--- src/verilog/sbw_pkg.sv ---
// package: offsets, field layouts and reset values of the system-control bank
// assumes a 32-bit AXI4-Lite slave at byte addresses
package sbw_pkg;

  // ****************************************
  // register byte addresses
  // ****************************************
  localparam logic [31:0] SBW_ADDR_BOD_CTRL = 32'h40048150;
  localparam logic [31:0] SBW_ADDR_TICK_CAL = 32'h40048154;
  localparam logic [31:0] SBW_ADDR_IRQ_LAT = 32'h40048170;
  localparam logic [31:0] SBW_ADDR_NMI_SEL = 32'h40048174;
  localparam logic [31:0] SBW_ADDR_WAKE_EDGE = 32'h40048200;
  localparam logic [31:0] SBW_ADDR_WAKE_EN = 32'h40048204;
  localparam logic [31:0] SBW_ADDR_WAKE_CLR = 32'h40048208;
  localparam logic [31:0] SBW_ADDR_WAKE_PEND = 32'h4004820c;
  localparam logic [31:0] SBW_ADDR_INT_STAT = 32'h40048300;
  localparam logic [31:0] SBW_ADDR_INT_CLR = 32'h40048304;
  localparam logic [31:0] SBW_ADDR_INT_EN = 32'h40048308;

  // ****************************************
  // field positions and widths
  // ****************************************
  localparam int SBW_BOD_RST_LSB = 0;
  localparam int SBW_BOD_IRQ_LSB = 2;
  localparam int SBW_BOD_RST_EN_BIT = 4;
  localparam int SBW_TICK_W = 26;
  localparam int SBW_LAT_W = 8;
  localparam int SBW_NMI_NUM_W = 5;
  localparam int SBW_NMI_EN_BIT = 31;
  localparam int SBW_WAKE_N = 13;
  localparam int SBW_BOD_LEVELS = 4;
  localparam int SBW_EV_N = 3;
  localparam int SBW_EV_BOD_IRQ = 0;
  localparam int SBW_EV_BOD_RST = 1;
  localparam int SBW_EV_WAKE = 2;

  // ****************************************
  // reset values and bus answers
  // ****************************************
  localparam logic [4:0] SBW_RST_BOD = 5'h00;
  localparam logic [SBW_TICK_W-1:0] SBW_RST_TICK = 26'h0000004;
  localparam logic [SBW_LAT_W-1:0] SBW_RST_LAT = 8'h10;
  localparam logic [1:0] SBW_RESP_OKAY = 2'h0;
  localparam logic [1:0] SBW_RESP_SLVERR = 2'h2;
  localparam logic [1:0] SBW_BOD_IRQ_RSVD = 2'h0;

  // byte-strobe merge of a write into an old word
  function automatic logic [31:0] sbw_merge(input logic [31:0] old_w, input logic [31:0] new_w,
                                            input logic [3:0] strb);
    logic [31:0] res;
    res = old_w;
    for (int i = 0; i < 4; i++)
    begin
      if (strb[i])
      begin
        res[8*i +: 8] = new_w[8*i +: 8];
      end
    end
    return res;
  endfunction : sbw_merge

endpackage : sbw_pkg

--- src/verilog/sbw_links.sv ---
// interfaces between the register bank and its brown-out and wake blocks
// assumes all signals are in the aclk domain
`timescale 1ns/1ps
`default_nettype none

interface sbw_bod_if;
  logic [1:0] reset_level;
  logic [1:0] irq_level;
  logic reset_enable;
  logic bod_irq;
  logic bod_reset;
  modport ctl (output reset_level, output irq_level, output reset_enable, input bod_irq, input bod_reset);
  modport sel (input reset_level, input irq_level, input reset_enable, output bod_irq, output bod_reset);
endinterface : sbw_bod_if

interface sbw_wake_if #(parameter int N = 13);
  logic [N-1:0] edge_sel;
  logic [N-1:0] enable;
  logic [N-1:0] clear;
  logic [N-1:0] pending;
  logic [N-1:0] set_pulse;
  modport ctl (output edge_sel, output enable, output clear, input pending, input set_pulse);
  modport start (input edge_sel, input enable, input clear, output pending, output set_pulse);
endinterface : sbw_wake_if

`default_nettype wire

--- src/verilog/sbw_regs.sv ---
// system-control bank: brown-out, tick calibration, irq latency, nmi source, wake start
// assumes an AXI4-Lite master on aclk and peripheral interrupt levels on aclk
//
// Decided for this implementation: register access over AXI4-Lite.
`timescale 1ns/1ps
`default_nettype none

module sbw_regs
  import sbw_pkg::*;
#(
  parameter int N_WAKE = SBW_WAKE_N,
  parameter int N_IRQ = 32
)
(
  input wire logic aclk,
  input wire logic aresetn,
  input wire logic [31:0] s_axi_awaddr,
  input wire logic s_axi_awvalid,
  output logic s_axi_awready,
  input wire logic [31:0] s_axi_wdata,
  input wire logic [3:0] s_axi_wstrb,
  input wire logic s_axi_wvalid,
  output logic s_axi_wready,
  output logic [1:0] s_axi_bresp,
  output logic s_axi_bvalid,
  input wire logic s_axi_bready,
  input wire logic [31:0] s_axi_araddr,
  input wire logic s_axi_arvalid,
  output logic s_axi_arready,
  output logic [31:0] s_axi_rdata,
  output logic [1:0] s_axi_rresp,
  output logic s_axi_rvalid,
  input wire logic s_axi_rready,
  input wire logic [SBW_BOD_LEVELS-1:0] bod_rst_below,
  input wire logic [SBW_BOD_LEVELS-1:0] bod_irq_below,
  input wire logic [N_WAKE-1:0] wake_pins,
  input wire logic [N_IRQ-1:0] periph_irq,
  output logic [N_IRQ-1:0] nvic_irq,
  output logic nmi_out,
  output logic [N_WAKE-1:0] wake_irq,
  output logic bod_irq_out,
  output logic bod_reset_req,
  output logic [SBW_TICK_W-1:0] tick_timer_calib_word,
  output logic [SBW_LAT_W-1:0] irq_min_latency,
  output logic irq
);

  // ****************************************
  // software-visible state
  // ****************************************
  logic [1:0] brownout_reset_level_reg;
  logic [1:0] brownout_irq_level_reg;
  logic brownout_reset_enable_reg;
  logic [SBW_TICK_W-1:0] tick_calibration_reg;
  logic [SBW_LAT_W-1:0] irq_min_latency_reg;
  logic [SBW_NMI_NUM_W-1:0] nmi_source_number_reg;
  logic nmi_source_enable_reg;
  logic [N_WAKE-1:0] wake_edge_select_reg;
  logic [N_WAKE-1:0] wake_start_enable_reg;
  logic [N_WAKE-1:0] wake_start_clear_reg;
  logic [SBW_EV_N-1:0] int_status_reg;
  logic [SBW_EV_N-1:0] int_enable_reg;

  // ****************************************
  // bus channel state
  // ****************************************
  logic aw_have_reg;
  logic w_have_reg;
  logic [31:0] aw_addr_reg;
  logic [31:0] w_data_reg;
  logic [3:0] w_strb_reg;
  logic do_write;
  logic wr_hit;
  logic [31:0] rd_word;
  logic rd_hit;

  // ****************************************
  // sub-blocks
  // ****************************************
  sbw_bod_if bod_bus ();
  sbw_wake_if #(.N(N_WAKE)) wake_bus ();

  assign bod_bus.reset_level = brownout_reset_level_reg;
  assign bod_bus.irq_level = brownout_irq_level_reg;
  assign bod_bus.reset_enable = brownout_reset_enable_reg;
  assign wake_bus.edge_sel = wake_edge_select_reg;
  assign wake_bus.enable = wake_start_enable_reg;
  assign wake_bus.clear = wake_start_clear_reg;

  sbw_bod_sel #(
    .LEVELS(SBW_BOD_LEVELS)
  ) u_bod (
    .aclk(aclk),
    .aresetn(aresetn),
    .rst_below(bod_rst_below),
    .irq_below(bod_irq_below),
    .bus(bod_bus.sel)
  );

  sbw_wake_start #(
    .N(N_WAKE)
  ) u_wake (
    .aclk(aclk),
    .aresetn(aresetn),
    .pins(wake_pins),
    .bus(wake_bus.start)
  );

  // ****************************************
  // write address and data capture
  // ****************************************
  always_ff @(posedge aclk)
  begin
    if (!aresetn)
    begin
      aw_have_reg <= 1'b0;
      aw_addr_reg <= 32'h00000000;
    end
    else if (s_axi_awvalid && s_axi_awready)
    begin
      aw_have_reg <= 1'b1;
      aw_addr_reg <= s_axi_awaddr;
    end
    else if (do_write)
    begin
      aw_have_reg <= 1'b0;
    end
  end

  always_ff @(posedge aclk)
  begin
    if (!aresetn)
    begin
      w_have_reg <= 1'b0;
      w_data_reg <= 32'h00000000;
      w_strb_reg <= 4'h0;
    end
    else if (s_axi_wvalid && s_axi_wready)
    begin
      w_have_reg <= 1'b1;
      w_data_reg <= s_axi_wdata;
      w_strb_reg <= s_axi_wstrb;
    end
    else if (do_write)
    begin
      w_have_reg <= 1'b0;
    end
  end

  assign s_axi_awready = !aw_have_reg && !s_axi_bvalid;
  assign s_axi_wready = !w_have_reg && !s_axi_bvalid;
  assign do_write = aw_have_reg && w_have_reg && !s_axi_bvalid;

  // ****************************************
  // write decode
  // ****************************************
  always_comb
  begin
    if (aw_addr_reg == SBW_ADDR_BOD_CTRL)
    begin
      wr_hit = 1'b1;
    end
    else if (aw_addr_reg == SBW_ADDR_TICK_CAL || aw_addr_reg == SBW_ADDR_IRQ_LAT)
    begin
      wr_hit = 1'b1;
    end
    else if (aw_addr_reg == SBW_ADDR_NMI_SEL || aw_addr_reg == SBW_ADDR_WAKE_EDGE)
    begin
      wr_hit = 1'b1;
    end
    else if (aw_addr_reg == SBW_ADDR_WAKE_EN || aw_addr_reg == SBW_ADDR_WAKE_CLR)
    begin
      wr_hit = 1'b1;
    end
    else if (aw_addr_reg == SBW_ADDR_INT_CLR || aw_addr_reg == SBW_ADDR_INT_EN)
    begin
      wr_hit = 1'b1;
    end
    else
    begin
      wr_hit = 1'b0;
    end
  end

  always_ff @(posedge aclk)
  begin
    if (!aresetn)
    begin
      s_axi_bvalid <= 1'b0;
      s_axi_bresp <= SBW_RESP_OKAY;
    end
    else if (do_write)
    begin
      s_axi_bvalid <= 1'b1;
      s_axi_bresp <= wr_hit ? SBW_RESP_OKAY : SBW_RESP_SLVERR;
    end
    else if (s_axi_bready)
    begin
      s_axi_bvalid <= 1'b0;
    end
  end

  // ****************************************
  // configuration registers
  // ****************************************
  always_ff @(posedge aclk)
  begin
    if (!aresetn)
    begin
      {brownout_reset_enable_reg, brownout_irq_level_reg, brownout_reset_level_reg} <= SBW_RST_BOD;
      tick_calibration_reg <= SBW_RST_TICK;
      irq_min_latency_reg <= SBW_RST_LAT;
      nmi_source_number_reg <= '0;
      nmi_source_enable_reg <= 1'b0;
      wake_edge_select_reg <= '0;
      wake_start_enable_reg <= '0;
      int_enable_reg <= '0;
    end
    else if (do_write)
    begin
      if (aw_addr_reg == SBW_ADDR_BOD_CTRL)
      begin
        brownout_reset_level_reg <= w_strb_reg[0] ? w_data_reg[SBW_BOD_RST_LSB +: 2] : brownout_reset_level_reg;
        brownout_irq_level_reg <= w_strb_reg[0] ? w_data_reg[SBW_BOD_IRQ_LSB +: 2] : brownout_irq_level_reg;
        brownout_reset_enable_reg <= w_strb_reg[0] ? w_data_reg[SBW_BOD_RST_EN_BIT] : brownout_reset_enable_reg;
      end
      else if (aw_addr_reg == SBW_ADDR_TICK_CAL)
      begin
        tick_calibration_reg <= SBW_TICK_W'(sbw_merge(32'(tick_calibration_reg), w_data_reg, w_strb_reg));
      end
      else if (aw_addr_reg == SBW_ADDR_IRQ_LAT)
      begin
        irq_min_latency_reg <= w_strb_reg[0] ? w_data_reg[SBW_LAT_W-1:0] : irq_min_latency_reg;
      end
      else if (aw_addr_reg == SBW_ADDR_NMI_SEL)
      begin
        nmi_source_number_reg <= w_strb_reg[0] ? w_data_reg[SBW_NMI_NUM_W-1:0] : nmi_source_number_reg;
        nmi_source_enable_reg <= w_strb_reg[3] ? w_data_reg[SBW_NMI_EN_BIT] : nmi_source_enable_reg;
      end
      else if (aw_addr_reg == SBW_ADDR_WAKE_EDGE)
      begin
        wake_edge_select_reg <= N_WAKE'(sbw_merge(32'(wake_edge_select_reg), w_data_reg, w_strb_reg));
      end
      else if (aw_addr_reg == SBW_ADDR_WAKE_EN)
      begin
        wake_start_enable_reg <= N_WAKE'(sbw_merge(32'(wake_start_enable_reg), w_data_reg, w_strb_reg));
      end
      else if (aw_addr_reg == SBW_ADDR_INT_EN)
      begin
        int_enable_reg <= SBW_EV_N'(sbw_merge(32'(int_enable_reg), w_data_reg, w_strb_reg));
      end
    end
  end

  // one-cycle clear strobe towards the start cells
  always_ff @(posedge aclk)
  begin
    if (!aresetn)
    begin
      wake_start_clear_reg <= '0;
    end
    else if (do_write && aw_addr_reg == SBW_ADDR_WAKE_CLR)
    begin
      wake_start_clear_reg <= N_WAKE'(sbw_merge(32'h00000000, w_data_reg, w_strb_reg));
    end
    else
    begin
      wake_start_clear_reg <= '0;
    end
  end

  // ****************************************
  // sticky event status, set wins over clear
  // ****************************************
  logic bod_irq_d_reg;
  logic bod_rst_d_reg;
  logic [SBW_EV_N-1:0] ev_set;
  logic [SBW_EV_N-1:0] ev_clr;

  always_ff @(posedge aclk)
  begin
    if (!aresetn)
    begin
      bod_irq_d_reg <= 1'b0;
      bod_rst_d_reg <= 1'b0;
    end
    else
    begin
      bod_irq_d_reg <= bod_bus.bod_irq;
      bod_rst_d_reg <= bod_bus.bod_reset;
    end
  end

  always_comb
  begin
    ev_set = '0;
    ev_set[SBW_EV_BOD_IRQ] = bod_bus.bod_irq && !bod_irq_d_reg;
    ev_set[SBW_EV_BOD_RST] = bod_bus.bod_reset && !bod_rst_d_reg;
    ev_set[SBW_EV_WAKE] = |wake_bus.set_pulse;
  end

  assign ev_clr = (do_write && aw_addr_reg == SBW_ADDR_INT_CLR) ?
                  SBW_EV_N'(sbw_merge(32'h00000000, w_data_reg, w_strb_reg)) : '0;

  always_ff @(posedge aclk)
  begin
    if (!aresetn)
    begin
      int_status_reg <= '0;
    end
    else
    begin
      int_status_reg <= (int_status_reg & ~ev_clr) | ev_set;
    end
  end

  // ****************************************
  // read path
  // ****************************************
  always_comb
  begin
    rd_word = 32'h00000000;
    rd_hit = 1'b1;
    if (s_axi_araddr == SBW_ADDR_BOD_CTRL)
    begin
      rd_word[4:0] = {brownout_reset_enable_reg, brownout_irq_level_reg, brownout_reset_level_reg};
    end
    else if (s_axi_araddr == SBW_ADDR_TICK_CAL)
    begin
      rd_word[SBW_TICK_W-1:0] = tick_calibration_reg;
    end
    else if (s_axi_araddr == SBW_ADDR_IRQ_LAT)
    begin
      rd_word[SBW_LAT_W-1:0] = irq_min_latency_reg;
    end
    else if (s_axi_araddr == SBW_ADDR_NMI_SEL)
    begin
      rd_word[SBW_NMI_NUM_W-1:0] = nmi_source_number_reg;
      rd_word[SBW_NMI_EN_BIT] = nmi_source_enable_reg;
    end
    else if (s_axi_araddr == SBW_ADDR_WAKE_EDGE)
    begin
      rd_word[N_WAKE-1:0] = wake_edge_select_reg;
    end
    else if (s_axi_araddr == SBW_ADDR_WAKE_EN)
    begin
      rd_word[N_WAKE-1:0] = wake_start_enable_reg;
    end
    else if (s_axi_araddr == SBW_ADDR_WAKE_PEND)
    begin
      rd_word[N_WAKE-1:0] = wake_bus.pending & wake_start_enable_reg;
    end
    else if (s_axi_araddr == SBW_ADDR_INT_STAT)
    begin
      rd_word[SBW_EV_N-1:0] = int_status_reg;
    end
    else if (s_axi_araddr == SBW_ADDR_INT_EN)
    begin
      rd_word[SBW_EV_N-1:0] = int_enable_reg;
    end
    else if (s_axi_araddr == SBW_ADDR_WAKE_CLR || s_axi_araddr == SBW_ADDR_INT_CLR)
    begin
      rd_word = 32'h00000000;
    end
    else
    begin
      rd_hit = 1'b0;
    end
  end

  assign s_axi_arready = !s_axi_rvalid;

  always_ff @(posedge aclk)
  begin
    if (!aresetn)
    begin
      s_axi_rvalid <= 1'b0;
      s_axi_rdata <= 32'h00000000;
      s_axi_rresp <= SBW_RESP_OKAY;
    end
    else if (s_axi_arvalid && s_axi_arready)
    begin
      s_axi_rvalid <= 1'b1;
      s_axi_rdata <= rd_word;
      s_axi_rresp <= rd_hit ? SBW_RESP_OKAY : SBW_RESP_SLVERR;
    end
    else if (s_axi_rready)
    begin
      s_axi_rvalid <= 1'b0;
    end
  end

  // ****************************************
  // outputs towards controller, timer and reset logic
  // ****************************************
  always_ff @(posedge aclk)
  begin
    if (!aresetn)
    begin
      nvic_irq <= '0;
      nmi_out <= 1'b0;
      irq <= 1'b0;
      tick_timer_calib_word <= SBW_RST_TICK;
      irq_min_latency <= SBW_RST_LAT;
    end
    else
    begin
      nvic_irq <= periph_irq;
      nmi_out <= nmi_source_enable_reg && periph_irq[nmi_source_number_reg];
      irq <= |((int_status_reg | ev_set) & ~(ev_clr & ~ev_set) & int_enable_reg);
      tick_timer_calib_word <= tick_calibration_reg;
      irq_min_latency <= irq_min_latency_reg;
    end
  end

  assign wake_irq = wake_bus.pending;
  assign bod_irq_out = bod_bus.bod_irq;
  assign bod_reset_req = bod_bus.bod_reset;

endmodule : sbw_regs

`default_nettype wire

--- src/verilog/sbw_bod_sel.sv ---
// brown-out threshold selector: synchronises comparator levels and picks one
// assumes comparator inputs are high while the supply is below that threshold
`timescale 1ns/1ps
`default_nettype none

module sbw_bod_sel
  import sbw_pkg::*;
#(
  parameter int LEVELS = SBW_BOD_LEVELS
)
(
  input wire logic aclk,
  input wire logic aresetn,
  input wire logic [LEVELS-1:0] rst_below,
  input wire logic [LEVELS-1:0] irq_below,
  sbw_bod_if.sel bus
);

  // ****************************************
  // two-stage synchronisers
  // ****************************************
  logic [LEVELS-1:0] rst_s1_reg;
  logic [LEVELS-1:0] rst_s2_reg;
  logic [LEVELS-1:0] irq_s1_reg;
  logic [LEVELS-1:0] irq_s2_reg;

  always_ff @(posedge aclk)
  begin
    if (!aresetn)
    begin
      rst_s1_reg <= '0;
      rst_s2_reg <= '0;
      irq_s1_reg <= '0;
      irq_s2_reg <= '0;
    end
    else
    begin
      rst_s1_reg <= rst_below;
      rst_s2_reg <= rst_s1_reg;
      irq_s1_reg <= irq_below;
      irq_s2_reg <= irq_s1_reg;
    end
  end

  // ****************************************
  // level selection
  // ****************************************
  always_ff @(posedge aclk)
  begin
    if (!aresetn)
    begin
      bus.bod_irq <= 1'b0;
      bus.bod_reset <= 1'b0;
    end
    else
    begin
      bus.bod_irq <= (bus.irq_level != SBW_BOD_IRQ_RSVD) && irq_s2_reg[bus.irq_level];
      bus.bod_reset <= bus.reset_enable && rst_s2_reg[bus.reset_level];
    end
  end

endmodule : sbw_bod_sel

`default_nettype wire

--- src/verilog/sbw_wake_start.sv ---
// wake start logic: per-pin edge detect, enable gating and pending latch
// assumes pin inputs are synchronous to aclk
`timescale 1ns/1ps
`default_nettype none

module sbw_wake_start
  import sbw_pkg::*;
#(
  parameter int N = SBW_WAKE_N
)
(
  input wire logic aclk,
  input wire logic aresetn,
  input wire logic [N-1:0] pins,
  sbw_wake_if.start bus
);

  logic primed_reg;
  logic [N-1:0] prev_reg;

  always_ff @(posedge aclk)
  begin
    if (!aresetn)
    begin
      primed_reg <= 1'b0;
      prev_reg <= '0;
    end
    else
    begin
      primed_reg <= 1'b1;
      prev_reg <= pins;
    end
  end

  // ****************************************
  // one start cell per wake input
  // ****************************************
  genvar g;
  generate
    for (g = 0; g < N; g++)
    begin : g_cell
      logic hit;
      assign hit = primed_reg && bus.enable[g] &&
                   (bus.edge_sel[g] ? (pins[g] && !prev_reg[g]) : (!pins[g] && prev_reg[g]));
      always_ff @(posedge aclk)
      begin
        if (!aresetn)
        begin
          bus.pending[g] <= 1'b0;
          bus.set_pulse[g] <= 1'b0;
        end
        else
        begin
          bus.set_pulse[g] <= hit && !bus.pending[g];
          if (hit)
          begin
            bus.pending[g] <= 1'b1;
          end
          else if (bus.clear[g])
          begin
            bus.pending[g] <= 1'b0;
          end
        end
      end
    end
  endgenerate

endmodule : sbw_wake_start

`default_nettype wire

--- config.mk ---
export PLATFORM = sky130hd
export DESIGN_NAME = sbw_regs
export DESIGN_NICKNAME = d
export VERILOG_FILES = /design/src/verilog/sbw_pkg.sv /design/src/verilog/sbw_links.sv /design/src/verilog/sbw_regs.sv /design/src/verilog/sbw_bod_sel.sv /design/src/verilog/sbw_wake_start.sv
export SDC_FILE = /design/constraint.sdc
export NUM_CORES = 1
export LEC_CHECK = 0
export ABC_AREA = 1
export BUFFER_PORTS_ARGS = -buffer_cell sky130_fd_sc_hd__buf_2
export CAP_MARGIN = 25
export CORE_MARGIN = 5
export CORE_UTILIZATION = 58
export DETAILED_ROUTE_END_ITERATION = 12
export HOLD_SLACK_MARGIN = 0.06
export PLACE_DENSITY = 0.85
export SETUP_SLACK_MARGIN = 0.05
export SYNTH_ARGS = -nofsm -noshare
export SYNTH_HDL_FRONTEND = slang
export SYNTH_HIERARCHICAL = 1
export SYNTH_SLANG_ARGS = --single-unit
export TNS_END_PERCENT = 5
--- constraint.sdc ---
create_clock -name aclk -period 4 [get_ports aclk]
set_input_delay 0.2 -clock aclk [delete_from_list [all_inputs] [get_ports aclk]]
set_output_delay 0.2 -clock aclk [all_outputs]
set_load 0.05 [all_outputs]
==> results by group <==
GRT
  • Met1 usage: 36.4%
  • GRT busiest layer: met2
  • M2 GR Usage: between 50% and 60%
  • Initial antenna violation count: 1
  • GR Util met3: 4.70%
  • Vias in the first global route: roughly 12000
  • Gr usage total: 30.5%
  • Largest net degree at the start of global routing: 138
  • Gr ovfl total: 0
  • First-pass GRT wire length: around 61 mm

Logic synthesis
  • Cells after Synth: ~1700
  • Largest cells by area after synthesis: dfxtp_1 (50%), nand2_1 (11%), inv_1 (8.1%)
  • Commonest cells post-synth: nand2_1 (380), dfxtp_1 (312), inv_1 (270), nor2_1 (194), o21ai_0 (138)
  • Count of cell types in the netlist: 40
  • Synth Area per Inst: 7.28 µm²
  • Most frequent cell after synthesis: nand2_1
  • Largest area contributor in the netlist: dfxtp_1
  • Yosys reg bits: 312
  • Synthesized cell area: between 10000 and 15000 µm²
  • Largest family of logic cells by synthesized area: simple AND/OR/NAND/NOR gates
  • Yosys top cell area share: about half
  • Compound-Gate Fraction of Synth Area: about an eighth
  • Post-synth EDFFs: 0
  • Synth Area in XOR/XNOR: 0%
  • Register area share after synthesis: about half
  • Syn. warnings: 6
  • Ys async rst share: 0%
  • Post-synthesis adder-cell area fraction: 0%
  • Post-Synth Simple-Gate Area: about a quarter
  • Post-synthesis mux area share: 0%
  • Most common flop cell mapped by yosys: dfxtp_1

Floorplanning
  • Total core area: ~21000 µm²
  • Die X: between 150 and 200 µm
  • Die height: 157 µm
  • Initial Util: 59.4%
  • Ports: approximately 280
  • Site Rows: 53
  • Die area: about 25000 µm²

Timing
  • RSZ-0062 raised after global routing: false
  • # setup viols final: 0
  • TNS Setup: 0 ns
  • Fin. max-slew vios: 0
  • Slew headroom: 41.1%
  • Period utilization: between 50 and 60%
  • Fin crit period: around 2.3 ns
  • Worst hold slack: roughly 0.067 ns
  • Final Hold Viols: 0
  • Fmax: around 0.44 GHz
  • Least-Margin Pin Slew: between 0.8 and 0.9 ns
  • Post-Route Skew: 0.0269 ns

Power and ir drop
  • Maximum vdd drop: about 0.37 mV
  • Pint: 5.23 mW
  • Comb pwr share: 9.7%
  • Clock power frac: between 40% and 50%
  • Leakage: 7.96 nW
  • Sw power: 1.72 mW
  • Switching Share: around a quarter
  • Sequential Power Share: between 40% and 50%
  • PD cells: ~430 nW/µm²

Worst setup path
  • Worst Setup Start Kind: register
  • CP max FO: 12
  • Max stage delay cell, worst path: nor2_1
  • CP endpoint kind: register
  • Kind of critical path: register to register
  • Crit path cell chain: nor3_1 > nand2_1 > nor3_1 > nand2_1 > nor2_1 > nand3_1 > nand2_1 > nor2_1
  • CP most frequent cell: nand2_1
  • Worst EP required: approximately 4.5 ns
  • Worst Path Arrival: around 2.7 ns
  • CP max stage delay: 0.68 ns

CTS
  • Max clock buf depth: 3
  • Root Driver: clkbuf_16
  • Clk_lat worst skew: roughly 0.58 ns
  • Num CTS Buffers: 31
  • Clk slew on worst S/H paths: roughly 0.060 ns
  • CTS tree: built
  • H-Tree Level Count: 1
  • CTS sink cnt: around 310

Placement
  • Hpwl dp: approximately 25 mm
  • Port bufs: 270
  • Placed Instances: between 2000 and 2500
  • Global placer's final weighted congestion: ~0.93

Hold path
  • HP Class: input pin to register

Finish
  • Post-Layout Cell Count: about 2400
  • Area growth from synthesis to layout: 29.7%
  • Nets: between 2000 and 2500
  • Share of cells above drive strength 1: between 10% and 20%

Detailed routing
  • ANT nets after route: 0
  • Post-Route WL: a little under 40 mm
  • Via-per-instance ratio: approximately 5.3
  • Drt drc: 0
  • Drt initial violations: about 1200
  • Routed WL per cell: 16.3 µm
  • DRT Pass-1 Iters: 9
  • Routed via count: approximately 13000

Run
  • Maxcap violations: 0

Run status
  • Status: complete, no violations
## timing repair
item	in CTS	in global routing
hold buffers	117	0
setup buffers	0	0
hold endpoints to repair	142	0
gates resized for setup	0	0
## critical path: cells and delay by family (launching register included)
kind / cells / cell delay (ns)
flip-flops: 1 / 0.34
AND/OR/NAND/NOR: 8 / 1.81
## power groups by stage
stage               combinational, mW  clock (mW)  sequential (mW)
floorplan                       0.304           0             3.39
global placement                0.529           0             3.33
detailed placement              0.542           0             3.33
CTS                             0.637        3.03             3.26
global route                    0.729        3.17             3.27
finish                          0.670        3.01             3.27
## area by class of cell
type / count / area (µm²)
Sequential cell: 312 / 6250
Multi-Input combinational cell: 1068 / 4940
Fill cell: 1451 / 4870
Timing Repair Buffer: 392 / 2590
Inverter: 288 / 1080
Clock buffer: 43 / 871
Tap cell: 275 / 344
Clock inverter: 14 / 193
Antenna cell: 6 / 15.0
## cell families (layout without fill, tap and decap cells)
kind of cell           count (synthesis)  after routing
AND/OR/NAND/NOR                      759            759
flip-flops                           312            312
buffers and inverters                352            737
other                                  1             13
AO/OA/AOI/OAI                        302            302
## cells in the final DEF, fill, tap and decap left out, types with 5 or more instances in the layout
cell type | synthesis | layout
clkinv_2 | 0 | 7
clkbuf_16 | 0 | 31
inv_2 | 14 | 14
diode_2 | 0 | 6
nor3_1 | 8 | 8
o221ai_1 | 6 | 6
dlygate4sd3_1 | 0 | 117
inv_1 | 270 | 270
nor2_2 | 11 | 11
or2_2 | 14 | 14
a21oi_2 | 10 | 10
o21ai_1 | 8 | 8
buf_2 | 6 | 269
nor2_1 | 194 | 194
conb_1 | 1 | 7
nand2_1 | 380 | 380
nand3_2 | 13 | 13
a21oi_1 | 132 | 132
clkbuf_1 | 43 | 7
o21ai_0 | 138 | 138
nand4_1 | 27 | 27
nand2_2 | 7 | 7
clkbuf_8 | 0 | 5
nand3_1 | 84 | 84
dfxtp_1 | 312 | 312
## stage by stage
stage / setup slack [ns] / total power [mW] / util [%] / area (µm²)
2_1_floorplan: 1.82 / 3.69 / - / 12600
3_3_place_gp: 1.78 / 3.85 / 66.2 / 14000
3_5_place_dp: 1.65 / 3.87 / 66.2 / 14000
4_1_cts: 1.80 / 6.93 / 76.8 / 16200
5_1_grt: 1.52 / 7.17 / 76.9 / 16300
6_report: 1.73 / 6.95 / 77.0 / 16300
## worst paths after layout
path / slack (ns) / cells after the start / end / start
setup / recovery: 1.73 / 8 / nmi_source_number_reg[1]$_SDFFE_PN0P_ / aw_addr_reg[0]$_SDFFE_PN0P_
hold / removal: 0.07 / 3 / tick_timer_calib_word[11]$_SDFF_PN0_ / aresetn
setup reg to reg: 1.73 / 8 / nmi_source_number_reg[1]$_SDFFE_PN0P_ / aw_addr_reg[0]$_SDFFE_PN0P_
hold reg to reg: 0.41 / 2 / u_bod/rst_s2_reg[2]$_SDFF_PN0_ / u_bod/rst_s1_reg[2]$_SDFF_PN0_
## per-layer routing
metal	share of wire (%)	vias to the layer above
li1	-	6122
met1	38	5848
met2	50	656
met3	8.4	137
met4	3.5	0
met5	0	-
No activity file was read; power rests on OpenSTA's default activity.
